## src/sleep_wake_pkg.sv

```systemverilog
// package for the sleep and wake controller: wake indices, state and timing
// assumes a single 100 MHz clock and software control through plain ports
package sleep_wake_pkg;

	localparam int CLK_HZ = 100000000;
	localparam int LP_CLK_HZ = 32768;
	// always-on tick divider, rounded down to whole cycles
	localparam int LP_DIV = CLK_HZ / LP_CLK_HZ;
	localparam int LP_DIV_W = 12;

	// wake vector layout
	localparam int WAKE_W = 73;
	localparam int WAKE_PCIE = 1;
	localparam int WAKE_BT = 8;
	localparam int WAKE_WIFI = 9;
	localparam int WAKE_AUDIO = 12;
	localparam int WAKE_DISPLAY0_HOTPLUG = 19;
	localparam int WAKE_CEC = 20;
	localparam int WAKE_DISPLAY1_HOTPLUG = 21;
	localparam int WAKE_CAMERA_VERTICAL_SYNC = 23;
	localparam int WAKE_POWER_BUTTON_N = 29;
	localparam int WAKE_MOTION = 46;
	localparam int WAKE_CAN_PORT1_ERROR = 47;
	localparam int WAKE_CAN_WAKE = 48;
	localparam int WAKE_CAN_PORT0_ERROR = 49;
	localparam int WAKE_TOUCH = 51;
	localparam int WAKE_VBUS = 53;
	localparam int WAKE_EXP0 = 54;
	localparam int WAKE_MODEM = 55;
	localparam int WAKE_BATTERY_LOW_N = 56;
	localparam int WAKE_EXP1 = 58;
	localparam int WAKE_VBUS_EN0 = 61;
	localparam int WAKE_VBUS_EN1 = 62;
	localparam int WAKE_LIGHT = 63;
	localparam int WAKE_COLDBOOT = 64;
	localparam int WAKE_RECOVERY = 67;
	localparam int WAKE_SLEEP_PIN = 68;
	// internal sources (timer and thermal); vdd low and card come from pins
	localparam int WAKE_TIMER = 69;
	localparam int WAKE_THERMAL = 70;
	localparam int WAKE_VDD_LOW = 71;
	localparam int WAKE_CARD = 72;

	localparam logic [WAKE_W-1:0] WAKE_RESET = '0;
	localparam int TIMER_W = 16;
	localparam int TEMP_W = 8;

	typedef enum logic [1:0] {ST_OFF, ST_ON, ST_SLEEP} power_state_e;

	// connector and module pins as they arrive, not yet synchronised
	typedef struct packed {
		logic power_button_n;
		logic system_wake_n;
		logic recovery_strap_n;
		logic sleep_request_n;
		logic pcie_wake_request_n;
		logic bt_wake_input;
		logic wifi_wake_input;
		logic audio_codec_irq;
		logic display0_hotplug;
		logic display1_hotplug;
		logic consumer_control_line;
		logic camera_vertical_sync;
		logic motion_sensor_irq;
		logic can_port0_error;
		logic can_port1_error;
		logic can_wake_input;
		logic touch_irq;
		logic usb_vbus_sense;
		logic expander0_irq;
		logic expander1_irq;
		logic modem_wake_input;
		logic battery_low_n;
		logic usb_vbus_enable0;
		logic usb_vbus_enable1;
		logic light_proximity_irq;
		logic modem_coldboot_line;
		logic vdd_in_low;
		logic card_detect_n;
	} wake_pins_s;

endpackage : sleep_wake_pkg

```

## src/sleep_wake_controller.sv

```systemverilog
// sleep-state and wake-event logic: off/on/sleep, output hold, wake sources
// assumes pins arrive asynchronously; software bits come from the same clock
`timescale 1ns/1ps

module sleep_wake_controller
	import sleep_wake_pkg::*;
#(
	parameter int PAD_W = 32
) (
	// clock and reset
	input wire logic clk,
	input wire logic rst,
	// software control
	input wire logic swSleepReq,
	input wire logic swOffReq,
	input wire logic [WAKE_W-1:0] wakeEnable,
	input wire logic [WAKE_W-1:0] pendingClear,
	input wire logic [TIMER_W-1:0] wakeTimerLoad,
	input wire logic wakeTimerArm,
	input wire logic [TEMP_W-1:0] hotLimit,
	input wire logic [TEMP_W-1:0] coldLimit,
	input wire logic [TEMP_W-1:0] temperature,
	// pins
	input wire wake_pins_s pins,
	input wire logic [PAD_W-1:0] padLive,
	// status and pads
	output power_state_e powerState,
	output logic [WAKE_W-1:0] wakePending,
	output logic wakeEvent,
	output logic btHostInfo,
	output logic lpTick,
	output logic [PAD_W-1:0] padOut
);

	////////////////////////////////////////////////////////////////////////////
	// always-on tick and pin synchronisers

	logic [LP_DIV_W-1:0] divCount_reg, divCount_next;
	logic lpTick_reg, lpTick_next;
	logic [WAKE_W-1:0] rawWake;
	logic [WAKE_W-1:0] syncA_reg, syncA_next;
	logic [WAKE_W-1:0] syncB_reg, syncB_next;
	logic [WAKE_W-1:0] syncC_reg, syncC_next;
	logic [WAKE_W-1:0] stableWake, heldWake_reg;

	always_comb begin
		rawWake = '0;
		rawWake[WAKE_PCIE] = ~pins.pcie_wake_request_n;
		rawWake[WAKE_BT] = pins.bt_wake_input;
		rawWake[WAKE_WIFI] = pins.wifi_wake_input;
		rawWake[WAKE_AUDIO] = pins.audio_codec_irq;
		rawWake[WAKE_CEC] = pins.consumer_control_line;
		rawWake[WAKE_DISPLAY0_HOTPLUG] = pins.display0_hotplug;
		rawWake[WAKE_DISPLAY1_HOTPLUG] = pins.display1_hotplug;
		rawWake[WAKE_CAMERA_VERTICAL_SYNC] = pins.camera_vertical_sync;
		// either active-low input counts as a button press
		rawWake[WAKE_POWER_BUTTON_N] = ~pins.power_button_n | ~pins.system_wake_n;
		rawWake[WAKE_RECOVERY] = ~pins.recovery_strap_n;
		rawWake[WAKE_SLEEP_PIN] = ~pins.sleep_request_n;
		rawWake[WAKE_MOTION] = pins.motion_sensor_irq;
		rawWake[WAKE_CAN_PORT1_ERROR] = pins.can_port1_error;
		rawWake[WAKE_CAN_WAKE] = pins.can_wake_input;
		rawWake[WAKE_CAN_PORT0_ERROR] = pins.can_port0_error;
		rawWake[WAKE_TOUCH] = pins.touch_irq;
		rawWake[WAKE_VBUS] = pins.usb_vbus_sense;
		rawWake[WAKE_EXP0] = pins.expander0_irq;
		rawWake[WAKE_MODEM] = pins.modem_wake_input;
		rawWake[WAKE_BATTERY_LOW_N] = ~pins.battery_low_n;
		rawWake[WAKE_EXP1] = pins.expander1_irq;
		rawWake[WAKE_VBUS_EN0] = pins.usb_vbus_enable0;
		rawWake[WAKE_VBUS_EN1] = pins.usb_vbus_enable1;
		rawWake[WAKE_LIGHT] = pins.light_proximity_irq;
		rawWake[WAKE_COLDBOOT] = pins.modem_coldboot_line;
		rawWake[WAKE_VDD_LOW] = pins.vdd_in_low;
		rawWake[WAKE_CARD] = ~pins.card_detect_n;
	end

	always_comb begin
		lpTick_next = 1'b0;
		divCount_next = divCount_reg + 12'h001;
		if (divCount_reg == LP_DIV_W'(LP_DIV - 1)) begin
			divCount_next = '0;
			lpTick_next = 1'b1;
		end
		syncA_next = syncA_reg;
		syncB_next = syncB_reg;
		syncC_next = syncC_reg;
		// sampling only on the slow tick filters glitches shorter than a tick
		if (lpTick_reg) begin
			syncA_next = rawWake;
			syncB_next = syncA_reg;
			syncC_next = syncB_reg;
		end
	end

	always_ff @(posedge clk) begin
		if (rst) begin
			divCount_reg <= '0;
			lpTick_reg <= 1'b0;
			syncA_reg <= '0;
			syncB_reg <= '0;
			syncC_reg <= '0;
			heldWake_reg <= '0;
		end else begin
			divCount_reg <= divCount_next;
			lpTick_reg <= lpTick_next;
			syncA_reg <= syncA_next;
			syncB_reg <= syncB_next;
			syncC_reg <= syncC_next;
			heldWake_reg <= stableWake;
		end
	end

	// a change counts only once the second and third stage agree; else last level holds
	assign stableWake = (syncC_reg & ~(syncB_reg ^ syncC_reg))
		| (heldWake_reg & (syncB_reg ^ syncC_reg));

	////////////////////////////////////////////////////////////////////////////
	// power state, wake timer and pending flags

	power_state_e state_reg, state_next;
	logic [TIMER_W-1:0] timer_reg, timer_next;
	logic timerArmed_reg, timerArmed_next;
	logic [WAKE_W-1:0] pending_reg, pending_next;
	logic [WAKE_W-1:0] wakeSet;
	logic wakeEvent_reg, wakeEvent_next;
	logic btInfo_reg, btInfo_next;
	logic pressed_reg, pressed_next;
	logic timerExpire;
	logic thermalTrip;
	logic wakeNow;

	always_comb begin
		timerExpire = (state_reg == ST_SLEEP) && timerArmed_reg && lpTick_reg
			&& (timer_reg == 16'h0001);
		thermalTrip = (temperature > hotLimit) || (temperature < coldLimit);
		wakeSet = '0;
		if (state_reg == ST_SLEEP) begin
			// on-state pin levels are info only, not latched
			if (lpTick_reg) begin
				wakeSet = stableWake;
			end
			wakeSet[WAKE_TIMER] = timerExpire;
			wakeSet[WAKE_THERMAL] = thermalTrip;
		end
		// set wins over a clear in the same cycle
		pending_next = (pending_reg & ~pendingClear) | wakeSet;
		wakeNow = |(pending_reg & wakeEnable);
		btInfo_next = (state_reg == ST_ON) ? stableWake[WAKE_BT] : 1'b0;
		pressed_next = lpTick_reg ? stableWake[WAKE_POWER_BUTTON_N] : pressed_reg;
		state_next = state_reg;
		timer_next = timer_reg;
		timerArmed_next = timerArmed_reg;
		wakeEvent_next = 1'b0;
		unique case (state_reg)
			ST_OFF: begin
				// button release after a press powers on
				if (pressed_reg && !pressed_next) begin
					state_next = ST_ON;
				end
			end
			ST_ON: begin
				if (swOffReq) begin
					state_next = ST_OFF;
				end else if (swSleepReq) begin
					state_next = ST_SLEEP;
					timer_next = wakeTimerLoad;
					timerArmed_next = wakeTimerArm && (wakeTimerLoad != '0);
				end
			end
			ST_SLEEP: begin
				if (timerArmed_reg && lpTick_reg) begin
					timer_next = timer_reg - 16'h0001;
					if (timerExpire) begin
						timerArmed_next = 1'b0;
					end
				end
				if (wakeNow) begin
					state_next = ST_ON;
					wakeEvent_next = 1'b1;
					timerArmed_next = 1'b0;
				end
			end
		endcase
	end

	always_ff @(posedge clk) begin
		if (rst) begin
			state_reg <= ST_OFF;
			timer_reg <= '0;
			timerArmed_reg <= 1'b0;
			pending_reg <= WAKE_RESET;
			wakeEvent_reg <= 1'b0;
			btInfo_reg <= 1'b0;
			pressed_reg <= 1'b0;
		end else begin
			state_reg <= state_next;
			timer_reg <= timer_next;
			timerArmed_reg <= timerArmed_next;
			pending_reg <= pending_next;
			wakeEvent_reg <= wakeEvent_next;
			btInfo_reg <= btInfo_next;
			pressed_reg <= pressed_next;
		end
	end

	////////////////////////////////////////////////////////////////////////////
	// output pads

	logic [PAD_W-1:0] pad_reg, pad_next;

	always_comb begin
		pad_next = '0;
		if (state_reg == ST_ON) begin
			pad_next = padLive;
		end else if (state_reg == ST_SLEEP) begin
			pad_next = pad_reg;
		end
	end

	always_ff @(posedge clk) begin
		if (rst) begin
			pad_reg <= '0;
		end else begin
			pad_reg <= pad_next;
		end
	end

	assign powerState = state_reg;
	assign wakePending = pending_reg;
	assign wakeEvent = wakeEvent_reg;
	assign btHostInfo = btInfo_reg;
	assign lpTick = lpTick_reg;
	assign padOut = pad_reg;
endmodule : sleep_wake_controller

```

## config.mk

```make
export PLATFORM = sky130hd
export DESIGN_NAME = sleep_wake_controller
export DESIGN_NICKNAME = d
export VERILOG_FILES = /design/src/sleep_wake_pkg.sv /design/src/sleep_wake_controller.sv
export SDC_FILE = /design/constraint.sdc
export NUM_CORES = 1
export LEC_CHECK = 0
export CAP_MARGIN = 10
export CORE_AREA = 4 4 139 141
export CTS_CLUSTER_DIAMETER = 60
export CTS_CLUSTER_SIZE = 10
export DETAILED_ROUTE_END_ITERATION = 12
export DIE_AREA = 0 0 143 145
export DONT_BUFFER_PORTS = 1
export PLACE_DENSITY = 0.82
export SKIP_CTS_REPAIR_TIMING = 1
export SYNTH_ARGS = -nofsm -noshare
export SYNTH_HDL_FRONTEND = slang
export SYNTH_SLANG_ARGS = --single-unit
```

## constraint.sdc

```tcl
create_clock -name clk -period 1.74 [get_ports clk]
set_input_delay 0.435 -clock clk [delete_from_list [all_inputs] [get_ports clk]]
set_output_delay 0.435 -clock clk [all_outputs]
set_load 0.01 [all_outputs]
```

==> results.ini, run 1 <==
[floorplan]
num_io_pins=361
die_area_sq_um=20700
std_cell_rows=49
start_util_pct=53.1
die_h_um=145
core_area_sq_um=18000
die_w_um=143

[final_layout]
antenna_cells=0
fin_util_pct=66.1
fillers=1346
layout_common_cells=dfxtp_1 (244), nor2_1 (141), dlygate4sd3_1 (91), mux2i_1 (76), a22o_1 (62)
largest_reg_flops=73
layout.nets=1361
final-instance-count-excl-fill=1322
areaGrowthSynthToFinish_pct=24.3
drive_gt1_share_pct=11.5
layout_commonest_cell=dfxtp_1

[power_and_ir_drop]
p_int_w=0.00891
p_clk_share_pct=46.5
vdd_drop_max_uv=954
pwr_density_cell_nw_per_um2=945
p_leak_nw=4.44
switching_share_pct=20.6
p_sw_w=0.00231
p_total_w=0.0112
power_frac_comb_pct=2.7
sequentialPowerShare_pct=50.8

[placement]
globalplace.congestion=0.941
dpl.hpwl_um=19200
portBuffers=0
dp.cells=1194

[clocking]
clk_latency_ns=0.53
htreeDepth=1
clkSinkCount=248
clockBufferDepth=3
cts_root_buf=clkbuf_16
numCtsBuffers=29
cts_tree=yes
clk_pin_slew_worst_paths_ns=0.05

[synthesis]
syn_nets=1236
synthCells=966
syn_avg_cell_area_sq_um=9.88
yosysUniqueCellTypes=64
synth_edf_count=0
yosysWarnings=0
synth-seq-cells=248
synth.cell_area_sq_um=9550
synth_ff_type=dfxtp_1
synthArstFlopShare_pct=0
synth_seq_area_share_pct=52.0

[worst_setup_path]
r2r_cells=7
worstPathRequired_ns=2.20
cp-end-kind=register
r2r_setup_slack_ns=-0.02
cp_num_cells=7
path_cells=inv_2 > ha_4 > or3b_4 > nand4b_4 > buf_4 > nor3_2 > o31a_1
crit_fanout=5
startpoint_type=register
cp_slowest_cell=or3b_4
cpPeakStageDelay_ns=0.41
crit_buf_inv=2
path_class=register to register
critPathArrivalTime_ns=2.22
crit_family=simple AND/OR/NAND/NOR gates

[global_routing]
grt_pass1_vias=7266
antenna_found_initial=0
grt_max_degree=204
grt-ovfl-total=0
grt_first_pass_wirelength_um=39600
grtUsageTotal_pct=23.4

[timing]
report.final.setup_viol=2
finalHoldViolations=0
setup_ws_ns=-0.0166
final-max-slew-violation-count=0
fin_tns_setup_ns=-0.0287
fin_crit_ns=1.76
max_slew_margin_pct=59.9
worst_pin_slew_ns=0.600
fin_crit_sh_pct=101
timing.fmax_mhz=569
rsz0062_at_grt=yes
clock_skew_ns=0.0184

[outcome]
status=finished, violations left
violations=setup timing

[route]
drt_wl_total_um=30600
first_pass_iters=5
dr.first_iter.drc_count=626
viasPerCell=6.18
drc=0
antenna_left=0
wl_per_cell_um=23.2
vias=8172

[worst_hold_path]
hold_depth=1
hp-class=input pin to register

[run]
maxCapViolCount=0

## power groups by stage
stage	registers (W)	clock network (W)	logic (W)
after CTS	0.00569	0.00528	0.000147
after floorplan	0.00581	0	0.000177
after detailed placement	0.00581	0	0.000145
final	0.00569	0.00522	0.000306
after global routing	0.00569	0.00553	0.000332
after global placement	0.00581	0	0.000138
## layer usage
layer	part of all wire, %	track usage (%)	wire [um]
met1	40	31.3	12100
met2	50	37.4	15200
met3	8.3	7.17	2540
met5	0	0	0
met4	2.5	5.42	763
## path summary, 6_finish.rpt
path	from	endpoint
setup / recovery	timer_reg[0]	timer_reg[14]
hold / removal	padLive[28]	padOut[28]
setup reg to reg	timer_reg[0]	timer_reg[14]
hold reg to reg	divCount_reg[0]	divCount_reg[0]
## worst reg2reg max path: cells and delay by family, from the launching register on
family,cells,cell delay [ns]
simple gates,3,0.84
flops,1,0.32
buf+inv,2,0.26
fa+ha+maj,1,0.14
compound gates,1,0.14
## through the flow
step	hold WS, ns	instance area (sq um)	setup WS, ns
floorplan	0.430	9550	0.0373
global placement	0.443	10000	-0.0240
detailed placement	0.461	10000	-0.0809
CTS	-0.0472	10800	-0.0691
global route	0.00990	11900	-0.0716
finish	0.0375	11900	-0.0166
## cell type report
class	count	area (sq um)	area share, %
clock buffer	31	764	6.44
clock inverter	2	17.5	0.148
inverter	23	86.3	0.728
multi-input combinational	642	4360	36.7
sequential	248	4970	41.9
tap	229	287	2.41
timing repair buffer	147	1380	11.6
## cell families after synthesis
family | share of synthesized area [%]
buffers and inverters | 3.38
AO/OA/AOI/OAI | 16.7
adder cells (fa/ha/maj) | 2.61
XOR/XNOR | 0.734
multiplexers | 7.97
AND/OR/NAND/NOR | 16.6
flip-flops | 52.0
## synth_stat cells, drive strengths merged, types with 4 or more instances
library cell | n | area (sq um)
a22o | 62 | 543
nand2b | 4 | 25.0
nor3 | 9 | 50.1
nand2 | 45 | 169
a21oi | 46 | 241
nand3 | 15 | 75.1
buf | 34 | 165
nor4 | 13 | 96.3
dfxtp | 248 | 4960
clkbuf | 19 | 71.3
nor3b | 45 | 338
nor2 | 144 | 546
mux2i | 76 | 761
nand4 | 14 | 87.6
xor2 | 6 | 52.6
ha | 19 | 238
o21ai | 39 | 195
nor2b | 4 | 25.0
a22oi | 35 | 263
a211oi | 9 | 67.6
inv | 23 | 86.3
and3 | 5 | 31.3
Note: power is estimated with default switching activity, not from simulation.
==> run 2: changes to the inputs <==
==> constraint.sdc (replaced) <==
create_clock -name clk -period 1.45 [get_ports clk]
set_input_delay 0.3625 -clock clk [delete_from_list [all_inputs] [get_ports clk]]
set_output_delay 0.3625 -clock clk [all_outputs]
set_load 0.01 [all_outputs]
==> run 2 against run 1 <==
The run ends with hold timing, setup timing left; first-iteration DRC count increased by 6.5%; power grew 19%; non-clock buffer count rose by 121; worst setup slack worse by 0.23 ns; final cell count grew 9.2%; worst hold slack got worse by 0.051 ns; sequential cell count did not move; design area up 11%; critical path depth stayed put.
==> results.ini, run 2 (synthesis gave the netlist of run 1 again) <==
[clocking]
numCtsBuffers=28  ; was 29
cts_tree=yes  ; unchanged
clockBufferDepth=3  ; unchanged
cts_root_buf=clkbuf_16  ; unchanged
clkSinkCount=248  ; unchanged
clk_latency_ns=0.54  ; was 0.53 ns
htreeDepth=1  ; unchanged
clk_pin_slew_worst_paths_ns=0.05  ; about the same

[timing]
timing.fmax_mhz=590  ; was 569 MHz
final-max-slew-violation-count=0  ; unchanged
report.final.setup_viol=28  ; was 2
rsz0062_at_grt=yes  ; unchanged
worst_pin_slew_ns=0.435  ; was 0.600 ns
max_slew_margin_pct=71.0  ; was 59.9%
holdWs_ns=-0.0133  ; was 0.0375 ns
setup_ws_ns=-0.246  ; was -0.0166 ns
finalHoldViolations=11  ; was 0
fin_crit_sh_pct=117  ; was 101%
clock_skew_ns=0.0193  ; was 0.0184 ns
fin_crit_ns=1.70  ; was 1.76 ns

[worst_setup_path]
r2r_setup_slack_ns=-0.25  ; was -0.02 ns
regToRegStartpoint=timer_reg[1]  ; was timer_reg[0]
crit_fanout=4  ; was 5
r2r-end=timer_reg[8]  ; was timer_reg[14]
cp-end-kind=register  ; unchanged
worstPathRequired_ns=1.90  ; was 2.20 ns
startpoint_type=register  ; unchanged
path_class=register to register  ; unchanged
r2r_cells=7  ; unchanged
critPathArrivalTime_ns=2.15  ; was 2.22 ns

[worst_hold_path]
hold_depth=2  ; was 1
hp-class=input pin to register  ; unchanged
min_delay_worst_endpoint=syncA_reg[71]  ; was padOut[28]
min_from=pins[1]  ; was padLive[28]

[global_routing]
grt-ovfl-total=0  ; unchanged
globalRouteMet1Util_pct=30.0  ; was 31.3%
grtUsageTotal_pct=25.7  ; was 23.4%
grtUsageMet3_pct=8.36  ; was 7.17%
top_usage_layer=met2  ; unchanged
antenna_found_initial=0  ; unchanged
grt_max_degree=204  ; unchanged
grt_first_pass_wirelength_um=42300  ; was 39600 um
use_met2_pct=43.8  ; was 37.4%
grt_pass1_vias=7702  ; was 7266

[final_layout]
layout_commonest_cell=dfxtp_1  ; unchanged
final-instance-count-excl-fill=1444  ; was 1322
layout_common_cells=dfxtp_1 (230), nor2_1 (138), buf_4 (126), dlygate4sd3_1 (121), mux2i_1 (76)  ; was dfxtp_1 (244), nor2_1 (141), dlygate4sd3_1 (91), mux2i_1 (76), a22o_1 (62)
largest_reg_flops=73  ; unchanged
antenna_cells=0  ; unchanged
drive_gt1_share_pct=21.2  ; was 11.5%
layout.nets=1483  ; was 1361
areaGrowthSynthToFinish_pct=37.9  ; was 24.3%

[placement]
globalplace.congestion=0.926  ; was 0.941
portBuffers=0  ; unchanged
dpl.hpwl_um=21400  ; was 19200 um
dp.cells=1274  ; was 1194

[power_and_ir_drop]
p_leak_nw=5.11  ; was 4.44 nW
p_total_w=0.0133  ; was 0.0112 W
vdd_drop_max_uv=1120  ; was 954 uV
pwr_density_cell_nw_per_um2=1010  ; was 945 nW/um^2

[route]
first_pass_iters=5  ; unchanged
viasPerCell=6.19  ; was 6.18
dr.first_iter.drc_count=667  ; was 626
antenna_left=0  ; unchanged
drt_wl_total_um=35400  ; was 30600 um
wl_per_cell_um=24.5  ; was 23.2 um
vias=8934  ; was 8172
drc=0  ; unchanged

[outcome]
violations=hold timing, setup timing  ; was setup timing
status=finished, violations left  ; unchanged

[floorplan]
start_util_pct=53.1  ; unchanged
die_h_um=145  ; unchanged
die_area_sq_um=20700  ; unchanged
die_w_um=143  ; unchanged
num_io_pins=361  ; unchanged
core_area_sq_um=18000  ; unchanged
std_cell_rows=49  ; unchanged

[run]
maxCapViolCount=0  ; unchanged

==> run 2: worst max-delay path, cell delays in order (launching register included) <==
cell	delay (ns)
dfxtp_4	0.36
inv_4	0.07
ha_4	0.13
or3b_4	0.40
nor3_4	0.24
nand3_1	0.10
a21o_1	0.19
a21oi_2	0.13
==> run 2: stage by stage <==
stage | TNS, ns | hold WS, ns | utilization [%] | instance area, sq um | setup slack, ns
6_report | -2.77 | -0.0133 | 73.3 | 13200 | -0.246
3_5_place_dp | -3.21 | 0.440 | 59.5 | 10700 | -0.393
5_1_grt | -4.80 | -0.0110 | 73.3 | 13200 | -0.334
3_3_place_gp | -2.63 | 0.438 | 59.5 | 10700 | -0.445
2_1_floorplan | -0.465 | 0.430 | - | 9590 | -0.116
4_1_cts | -3.79 | -0.118 | 63.6 | 11400 | -0.384
==> run 2: power breakdown <==
group | internal [W] | switching [W]
Sequential | 0.00682 | 0.00000874
Combinational | 0.000253 | 0.000176
Clock | 0.00346 | 0.00259
==> run 2: cell type report <==
class / count / area [sq um]
clock buffers: 31 / 722
clock inverters: 1 / 16.3
fillers: 1145 / 4800
inverters: 23 / 91.3
multi-input cells: 644 / 4520
flip-flops and latches: 248 / 5000
well taps: 229 / 287
repair buffers: 268 / 2520
==> run 2: how the worst max path moves through the flow <==
stage	startpoint	endpoint	slack, ns
3_5_place_dp	wakeEnable[36]	powerState[1]	-0.39
6_report	timer_reg[1]	timer_reg[8]	-0.25
5_1_grt	timer_reg[1]	timer_reg[10]	-0.33
3_3_place_gp	wakeEnable[44]	wakeEvent	-0.45
4_1_cts	lpTick	lpTick	-0.38
2_1_floorplan	timer_reg[1]	timer_reg[12]	-0.12
==> run 2: per-layer routing <==
layer / wire, um / part of all wire (%)
met1: 13100 / 37
met2: 17700 / 50
met3: 3000 / 8.5
met4: 1640 / 4.6
met5: 0 / 0
